### src/scq_pkg.sv
// Purpose: constants and carriers for the serial channel queue configuration block
// Assumes: 32-bit register port, one word per register
// Notes: offsets are byte addresses
package scq_pkg;
  localparam logic [7:0] OFF_SETUP = 8'h00;
  localparam logic [7:0] OFF_RX_CFG = 8'h04;
  localparam logic [7:0] OFF_RX_STAT = 8'h08;
  localparam logic [7:0] OFF_MODE = 8'h0c;
  localparam logic [7:0] OFF_IRQ_STAT = 8'h10;
  localparam logic [7:0] OFF_IRQ_MASK = 8'h14;
  localparam logic [7:0] OFF_TX_LVL = 8'h18;
  // setup register fields
  localparam int SETUP_ENABLE_BIT = 0;
  localparam int SETUP_AUTO_BIT = 1;
  localparam int SETUP_RXIE_BIT = 2;
  // rx config fields
  localparam int RXC_CLEAR_BIT = 7;
  localparam int RXC_COND_BIT = 6;
  localparam int RXC_THR_LSB = 0;
  // mode register fields
  localparam int MODE_RXE_BIT = 0;
  localparam int MODE_TXE_BIT = 1;
  localparam int MODE_DPX_LSB = 2;
  // irq status fields
  localparam int IRQ_RX_BIT = 0;
  localparam int IRQ_AUTO_BIT = 1;
  localparam int IRQ_OVR_BIT = 2;
  localparam int IRQ_W = 3;
  localparam logic [31:0] RESET_WORD = 32'h0000_0000;
  localparam logic [2:0] QUEUE_DEPTH = 3'h4;
  localparam logic [2:0] HALF_DEPTH = 3'h2;
  localparam logic [2:0] LVL_EMPTY = 3'h0;
  typedef enum logic [1:0] {SCQ_DPX_OFF, SCQ_DPX_HALF_RX, SCQ_DPX_HALF_TX, SCQ_DPX_FULL} scq_dpx_t;
  typedef struct packed {
    logic [7:0] addr;
    logic [31:0] wdata;
    logic wr;
    logic rd;
  } scq_bus_t;
  typedef struct packed {
    logic rx_shift_full;
    logic rx_buf_full;
    logic tx_buf_empty;
    logic tx_shift_empty;
  } scq_link_t;
endpackage : scq_pkg

### src/scq_top.sv
// Purpose: receive queue, queue sizing and auto enable clearing for one serial channel
// Assumes: link side strobes are one-cycle pulses synchronous to clk_sys
// Notes: transmit queue occupancy is supplied by the transmit side
//
// The register offsets and strobed register access are this design's own decisions.
`timescale 1ns/1ps
`default_nettype none
// Behaviour
// - In half-duplex receive with auto clear and the queue both on, the receive enable drops once shift register, buffer and queue are all full.
// - In half-duplex transmit with auto clear on, the transmit enable drops once queue, buffer and shift register are all empty.
// - In full duplex with auto clear on, either condition drops both enables, the receive one only while the queue is on.
// - The queue enable bit turns the queues off at 0 and on at 1, leaving only the plain buffers when off.
// - Queue size follows duplex: 4 receive, 4 transmit, or 2 plus 2.
// - The transmit queue offers 4 bytes in half-duplex transmit, 2 in full duplex and none otherwise; its occupancy is the bytes written and not yet sent.
// - Writing 1 to bit 7 of the receive config empties the receive queue, zeroes its level and resets the read pointer.
// - Condition bit 0 raises the interrupt on reaching the threshold, 1 also when above it at a read.
// - Threshold codes 00..11 mean 4,1,2,3 bytes in half duplex and 2,1,2,1 in full duplex.
// - A threshold interrupt never raises a transfer request.
// - Auto clear bit 1 of the setup register leaves enables alone at 0 and clears them automatically at 1.
// - With the queue on, the receive interrupt enable gates receive interrupts.
// - The receive level status reads occupancy from 000 to 100.
module scq_top
  import scq_pkg::*;
(
  // clock and reset
  input wire logic clk_sys,
  input wire logic rst,
  // register port
  input wire scq_bus_t bus,
  output logic [31:0] rdata,
  // link side
  input wire scq_link_t link,
  input wire logic rx_byte_valid,
  input wire logic [7:0] rx_byte,
  input wire logic rx_pop,
  input wire logic [2:0] tx_level,
  // controls and outputs
  output logic rx_enable,
  output logic tx_enable,
  output logic [7:0] rx_data,
  output logic rx_queue_full,
  output logic [2:0] rx_capacity,
  output logic [2:0] tx_capacity,
  output logic dma_req,
  output logic irq
);

  logic [31:0] queue_setup_register;
  logic [31:0] rx_queue_config;
  logic [31:0] channel_mode_reg;
  logic [IRQ_W-1:0] irq_stat_reg;
  logic [IRQ_W-1:0] irq_mask_reg;
  logic [7:0] mem_reg [0:3];
  logic [1:0] wptr_reg;
  logic [1:0] rptr_reg;
  logic [2:0] level_reg;
  logic [2:0] cap_next;
  logic [2:0] thr_next;
  logic [1:0] dpx;
  logic q_on;
  logic rx_clear;
  logic push;
  logic pop;
  logic rx_all_full;
  logic tx_all_empty;
  logic auto_hit;
  logic rx_evt;
  logic ovr_evt;
  logic [2:0] level_next;
  logic [IRQ_W-1:0] evt;
  logic [2:0] tx_cap_next;
  logic [31:0] rdata_next;
  logic wr_setup;
  logic wr_rx_cfg;
  logic wr_mode;
  logic wr_irq_stat;
  logic wr_irq_mask;

  assign dpx = channel_mode_reg[MODE_DPX_LSB +: 2];
  assign q_on = queue_setup_register[SETUP_ENABLE_BIT];
  assign rx_clear = wr_rx_cfg && bus.wdata[RXC_CLEAR_BIT];
  // register write strobes
  assign wr_setup = bus.wr && bus.addr == OFF_SETUP;
  assign wr_rx_cfg = bus.wr && bus.addr == OFF_RX_CFG;
  assign wr_mode = bus.wr && bus.addr == OFF_MODE;
  assign wr_irq_stat = bus.wr && bus.addr == OFF_IRQ_STAT;
  assign wr_irq_mask = bus.wr && bus.addr == OFF_IRQ_MASK;

  // queue sizing from duplex
  always_comb begin
    cap_next = 3'h0;
    if (q_on) begin
      if (dpx == SCQ_DPX_HALF_RX) begin
        cap_next = QUEUE_DEPTH;
      end else if (dpx == SCQ_DPX_FULL) begin
        cap_next = HALF_DEPTH;
      end
    end
  end

  // transmit queue size offered to the transmit side
  always_comb begin
    tx_cap_next = 3'h0;
    if (q_on) begin
      if (dpx == SCQ_DPX_HALF_TX) begin
        tx_cap_next = QUEUE_DEPTH;
      end else if (dpx == SCQ_DPX_FULL) begin
        tx_cap_next = HALF_DEPTH;
      end
    end
  end

  // threshold decode
  always_comb begin
    case (rx_queue_config[RXC_THR_LSB +: 2])
      2'h0: thr_next = (dpx == SCQ_DPX_FULL) ? 3'h2 : 3'h4;
      2'h1: thr_next = 3'h1;
      2'h2: thr_next = 3'h2;
      default: thr_next = (dpx == SCQ_DPX_FULL) ? 3'h1 : 3'h3;
    endcase
  end

  assign push = rx_byte_valid && q_on && rx_enable && level_reg < cap_next;
  assign pop = rx_pop && level_reg != LVL_EMPTY;
  assign ovr_evt = rx_byte_valid && q_on && rx_enable && level_reg >= cap_next;
  assign level_next = 3'(level_reg + {2'h0, push} - {2'h0, pop});
  // reach on push, or above threshold at a read when condition is 1
  assign rx_evt = q_on && queue_setup_register[SETUP_RXIE_BIT] &&
    ((push && level_next == thr_next) ||
     (rx_queue_config[RXC_COND_BIT] && pop && level_next > thr_next));
  assign rx_all_full = link.rx_shift_full && link.rx_buf_full && level_reg >= cap_next
    && cap_next != 3'h0;
  assign tx_all_empty = tx_level == LVL_EMPTY && link.tx_buf_empty && link.tx_shift_empty;
  always_comb begin
    auto_hit = 1'b0;
    if (queue_setup_register[SETUP_AUTO_BIT]) begin
      case (dpx)
        SCQ_DPX_HALF_RX: auto_hit = rx_all_full && rx_enable;
        SCQ_DPX_HALF_TX: auto_hit = tx_all_empty && tx_enable;
        SCQ_DPX_FULL: auto_hit = (rx_all_full || tx_all_empty) && (rx_enable || tx_enable);
        default: auto_hit = 1'b0;
      endcase
    end
  end
  assign evt = {ovr_evt, auto_hit, rx_evt};

  // setup register
  always_ff @(posedge clk_sys) begin
    if (rst) begin
      queue_setup_register <= RESET_WORD;
    end else if (wr_setup) begin
      queue_setup_register <= {29'h0, bus.wdata[2:0]};
    end
  end

  // receive config, clear bit is not stored
  always_ff @(posedge clk_sys) begin
    if (rst) begin
      rx_queue_config <= RESET_WORD;
    end else if (wr_rx_cfg) begin
      rx_queue_config <= {25'h0, bus.wdata[RXC_COND_BIT], 4'h0, bus.wdata[1:0]};
    end
  end

  // mode register with auto clearing of enables
  always_ff @(posedge clk_sys) begin
    if (rst) begin
      channel_mode_reg <= RESET_WORD;
    end else if (wr_mode) begin
      channel_mode_reg <= {28'h0, bus.wdata[3:0]};
    end else if (auto_hit) begin
      if (dpx != SCQ_DPX_HALF_TX) begin
        channel_mode_reg[MODE_RXE_BIT] <= 1'b0;
      end
      if (dpx != SCQ_DPX_HALF_RX) begin
        channel_mode_reg[MODE_TXE_BIT] <= 1'b0;
      end
    end
  end

  // receive queue storage
  always_ff @(posedge clk_sys) begin
    if (push) begin
      mem_reg[wptr_reg] <= rx_byte;
    end
  end

  // pointers and level
  always_ff @(posedge clk_sys) begin
    if (rst || rx_clear || !q_on) begin
      wptr_reg <= 2'h0;
      rptr_reg <= 2'h0;
      level_reg <= LVL_EMPTY;
    end else begin
      if (push) begin
        wptr_reg <= (wptr_reg + 2'h1) & 2'(cap_next - 3'h1);
      end
      if (pop) begin
        rptr_reg <= (rptr_reg + 2'h1) & 2'(cap_next - 3'h1);
      end
      level_reg <= level_next;
    end
  end

  // sticky status per bit, set wins over clear
  for (genvar i = 0; i < IRQ_W; i++) begin : g_irq_bit
    always_ff @(posedge clk_sys) begin
      if (rst) begin
        irq_stat_reg[i] <= 1'b0;
      end else if (evt[i]) begin
        irq_stat_reg[i] <= 1'b1;
      end else if (wr_irq_stat && bus.wdata[i]) begin
        irq_stat_reg[i] <= 1'b0;
      end
    end
  end

  // interrupt mask
  always_ff @(posedge clk_sys) begin
    if (rst) begin
      irq_mask_reg <= '0;
    end else if (wr_irq_mask) begin
      irq_mask_reg <= bus.wdata[IRQ_W-1:0];
    end
  end

  // channel enables, auto clear applied on the same edge
  always_ff @(posedge clk_sys) begin
    if (rst) begin
      rx_enable <= 1'b0;
      tx_enable <= 1'b0;
    end else begin
      rx_enable <= channel_mode_reg[MODE_RXE_BIT] && !(auto_hit && dpx != SCQ_DPX_HALF_TX);
      tx_enable <= channel_mode_reg[MODE_TXE_BIT] && !(auto_hit && dpx != SCQ_DPX_HALF_RX);
    end
  end

  // head byte and full flag
  always_ff @(posedge clk_sys) begin
    if (rst) begin
      rx_data <= 8'h00;
      rx_queue_full <= 1'b0;
    end else begin
      rx_data <= mem_reg[rptr_reg];
      rx_queue_full <= level_next == cap_next && cap_next != 3'h0;
    end
  end

  // sizes seen by the link side
  always_ff @(posedge clk_sys) begin
    if (rst) begin
      rx_capacity <= 3'h0;
      tx_capacity <= 3'h0;
    end else begin
      rx_capacity <= cap_next;
      tx_capacity <= tx_cap_next;
    end
  end

  // interrupt line, threshold events never request transfers
  always_ff @(posedge clk_sys) begin
    if (rst) begin
      dma_req <= 1'b0;
      irq <= 1'b0;
    end else begin
      dma_req <= 1'b0;
      irq <= |((irq_stat_reg | evt) & irq_mask_reg);
    end
  end

  // register read mux
  always_comb begin
    rdata_next = RESET_WORD;
    if (bus.addr == OFF_SETUP) begin
      rdata_next = queue_setup_register;
    end else if (bus.addr == OFF_RX_CFG) begin
      rdata_next = rx_queue_config;
    end else if (bus.addr == OFF_RX_STAT) begin
      rdata_next = {29'h0, level_reg};
    end else if (bus.addr == OFF_MODE) begin
      rdata_next = channel_mode_reg;
    end else if (bus.addr == OFF_IRQ_STAT) begin
      rdata_next = {29'h0, irq_stat_reg};
    end else if (bus.addr == OFF_IRQ_MASK) begin
      rdata_next = {29'h0, irq_mask_reg};
    end else if (bus.addr == OFF_TX_LVL) begin
      rdata_next = {29'h0, tx_level};
    end
  end

  // read data, one cycle after the strobe
  always_ff @(posedge clk_sys) begin
    if (rst) begin
      rdata <= RESET_WORD;
    end else if (bus.rd) begin
      rdata <= rdata_next;
    end
  end

endmodule : scq_top
`default_nettype wire

### config.mk
export PLATFORM = sky130hd
export DESIGN_NAME = scq_top
export DESIGN_NICKNAME = d
export VERILOG_FILES = /design/src/scq_pkg.sv /design/src/scq_top.sv
export SDC_FILE = /design/constraint.sdc
export NUM_CORES = 1
export LEC_CHECK = 0
export ABC_AREA = 0
export ABC_CLOCK_PERIOD_IN_PS = 9200
export BUFFER_PORTS_ARGS = -buffer_cell sky130_fd_sc_hd__buf_2
export CORE_ASPECT_RATIO = 1.5
export CORE_UTILIZATION = 55
export CTS_CLUSTER_DIAMETER = 120
export CTS_CLUSTER_SIZE = 28
export DETAILED_ROUTE_END_ITERATION = 10
export PLACE_DENSITY = 0.85
export SLEW_MARGIN = 10
export SYNTH_ARGS = -nofsm -noshare
export SYNTH_HDL_FRONTEND = slang
export SYNTH_SLANG_ARGS = --single-unit
### constraint.sdc
create_clock -name clk_sys -period 9.2 [get_ports clk_sys]
set_clock_uncertainty 0.15 [all_clocks]
set_input_delay 1.84 -clock clk_sys [delete_from_list [all_inputs] [get_ports clk_sys]]
set_output_delay 1.84 -clock clk_sys [all_outputs]
set_load 0.1 [all_outputs]
==> results_dict.tcl <==
set metrics [dict create \
    status "finished clean" \
    crit_arrival_ps 4960 \
    fillers 470 \
    min_path_cells 2 \
    highest_layer "met4" \
    cts_root_buffer "clkbuf_8" \
    fin_crit_ps 4890 \
    syn_avg_cell_area_um2 10.7 \
    core_um2 6260 \
    p_sw_mw 0.216 \
    setup_violations 0 \
    die_area_um2 6920 \
    max-vdd-ir-drop_uv 221 \
    synth_top_cell_area_share_pct 26.5 \
    worstMarginPinSlew_ps 686 \
    crit_required_ps 9270 \
    row_count 35 \
    finalCritPeriodShare_pct 53.1 \
    clock_sinks 76 \
    crit_fanout 9 \
    drc 0 \
    antenna_cells 0 \
    io_buffers 55 \
    final_nets 459 \
    placed_area_um2 3810 \
    grt_antenna_before_repair 0 \
    die-height_um 101 \
    yosysUniqueCellTypes 55 \
    crit_chain "buf_2, nand3_1, nor3_2, inv_1, ha_1, inv_1, ha_1, fa_1, xnor2_1, xnor2_1, inv_1, ha_1, a21oi_1, a21oi_1, nand3_1, o2111ai_1" \
    clockBufferDepth 2 \
    synthFlopType "dfxtp_1" \
    met1_length_um 2610 \
    fin_util_pct 64.2 \
    routedWlPerCell_um 15.4 \
    grt_overflow 0 \
    cp.depth 16 \
    dp_hpwl_um 5220 \
    first_pass_iters 4 \
    powerDensity_nw_per_um2 177 \
    synthTopCellsByArea "edfxtp_1 (27%), dfxtp_1 (24%), buf_4 (6.2%)" \
    power_leakage_nw 1.57 \
    reg2reg_from "channel_mode_reg[2]" \
    largest_reg_flops 32 \
    rr_worst_depth 18 \
    syn_area_um2 3620 \
    critPathLaunchType "primary input" \
    globalplace.congestion 0.879 \
    synth_top_area_cell "edfxtp_1" \
    track_usage_pct 22.4 \
    num_io_pins 112 \
    start_util_pct 57.8 \
    grt_max_degree 39 \
    routed_wl_um 7170 \
    crit_slowest_cell "nor3_2" \
    wl_met3_um 385 \
    drive_above_1_share_pct 22.5 \
    min_to "rdata[6]" \
    dr_total_vias 2608 \
    seq_power_share_pct 49.6 \
    ys_ff_latch 76 \
    slowest_delay_ps 520 \
    power.internal_mw 0.494 \
    yosysWarnings 0 \
    power_frac_comb_pct 12.3 \
    design_area_um2 4020 \
    worstSetupEndpointType "register" \
    fmax_mhz 205 \
    multi_input_area_um2 1540 \
    syn_inst 337 \
    cts_tree "built" \
    viasPerCell 5.61 \
    swShare_pct 30.5 \
    grt_pass1_vias 2348 \
    area_growth_pct 11.0 \
    r2r_slack_ps 4620 \
    ant_nets 0 \
    insertion_delay_ps 360 \
    timing.rr.end "irq" \
    synth_edf_count 32 \
    clkTransAtPathRegs_ps 90 \
    cts.htree.levels 3 \
    yosysSeqAreaShare_pct 50.8 \
    hold_class "register to register" \
    final-max-slew-violation-count 0 \
    synth_async_sr_flop_share_pct 0 \
    path_buf_inv 4 \
    ctsHoldBuffers 0 \
    grt_pass1_wl_um 10900 \
    power_frac_clock_pct 38.1 \
    slew_headroom_pct 54.3 \
    crit_family "adder cells" \
    cts_resized 0 \
    dr.first_iter.drc_count 229 \
    fin_tns_setup_ps 0 \
    cts_buffers 9 \
    dr_wl_met2_um 3850 \
    cts_setup_buffers 0 \
    hold_viol 0 \
    path_class "primary input to register" \
    min-delay-start "rdata[6]" \
    maxCapViolations 0 \
    seq_area_um2 1840 \
    rsz0062_at_grt "no" \
    die_x_um 68.3 \
]
[power groups by stage]
stage	logic [mW]	clock network, mW	registers (mW)
2_1_floorplan	0.0734	0	0.370
3_3_place_gp	0.0862	0	0.360
3_5_place_dp	0.0866	0	0.360
4_1_cts	0.0867	0.274	0.352
5_1_grt	0.0906	0.287	0.352
6_report	0.0872	0.271	0.352
[worst max-delay path by stage]
stage / startpoint / end / slack, ps
after global routing: rx_byte_valid / irq / 3980
after global placement: rx_byte_valid / irq / 4030
after CTS: rx_byte_valid / irq / 4280
final: rx_byte_valid / irq / 4310
after detailed placement: rx_byte_valid / irq / 3950
after floorplan: rx_byte_valid / irq_stat_reg[0] / 4510
[layer usage]
layer	vias to the layer above	track usage, %
met2	106	38.4
met4	0	16.8
met1	1244	22.2
li1	1233	-
met3	25	5.86
met5	-	0
[cell type report]
class	instances	area share, %
flip-flops and latches	76	45.8
multi-input cells	230	38.4
repair buffers	56	7.03
clock buffers	9	3.08
well taps	74	2.30
clock inverters	7	2.21
inverters	13	1.21
[cells in the final DEF (no fill, tap or decap), types with 2 or more instances in the layout]
cell       instances
buf_2             55
nand2b_1           5
nand3b_1           2
xnor2_1            4
dfxtp_1           44
mux4_2             8
a21oi_1           19
o2111ai_1          2
a31oi_1            2
conb_1            30
and3_1             2
a21o_1             4
nor2b_1           14
mux2i_1           10
o21ai_1            4
nor3b_1            3
edfxtp_1          32
nor3_1             6
nor2_1            25
clkbuf_8           9
ha_1              11
o21ai_0            4
nand2_1           19
o2bb2ai_1          2
inv_8              3
nand4_1            2
a211oi_1           2
inv_1             12
nand3_1           20
and2_1             6
[per-stage QoR]
stage | std cells | power, mW | hold WS [ps] | worst slack (ps)
2_1_floorplan | 366 | 0.444 | 296 | 4510
6_report | 465 | 0.710 | 323 | 4310
4_1_cts | 465 | 0.713 | 323 | 4280
3_5_place_dp | 449 | 0.447 | 311 | 3950
5_1_grt | 465 | 0.730 | 353 | 3980
3_3_place_gp | 449 | 0.446 | 303 | 4030
[cell usage after synthesis, types with 2 or more instances]
cell       instances
edfxtp_1          32
nor3b_1            3
buf_2              7
mux2i_1           10
o2111ai_1          2
nor3_1             6
o21ai_1            4
inv_1             12
a21o_1             4
dfxtp_1           44
nand2_1           19
nor2b_1           14
nand4_1            2
a31oi_1            2
mux4_2             8
a21oi_1           19
o21ai_0            4
nand3_1           20
nor2_1            25
o2bb2ai_1          2
and3_1             2
a211oi_1           2
and2_1             6
clkbuf_1          10
nand2b_1           5
xnor2_1            4
nand3b_1           2
ha_1              11
buf_4             30
[cells by family after synthesis]
group / Yosys count / share of synthesized area [%]
other cells: 1 / 0.104
xor+xnor: 4 / 0.967
fa+ha+maj: 12 / 4.35
buf+inv: 60 / 9.57
compound gates: 50 / 9.40
flops: 76 / 50.8
simple gates: 115 / 16.7
mux: 19 / 8.05
[worst min-delay path, delay by kind of cell, from the launching register on]
kind / cells / cell delay [ps]
flops: 1 / 320
compound gates: 1 / 50
simple gates: 1 / 60
Power figures use the tool's default switching activity.
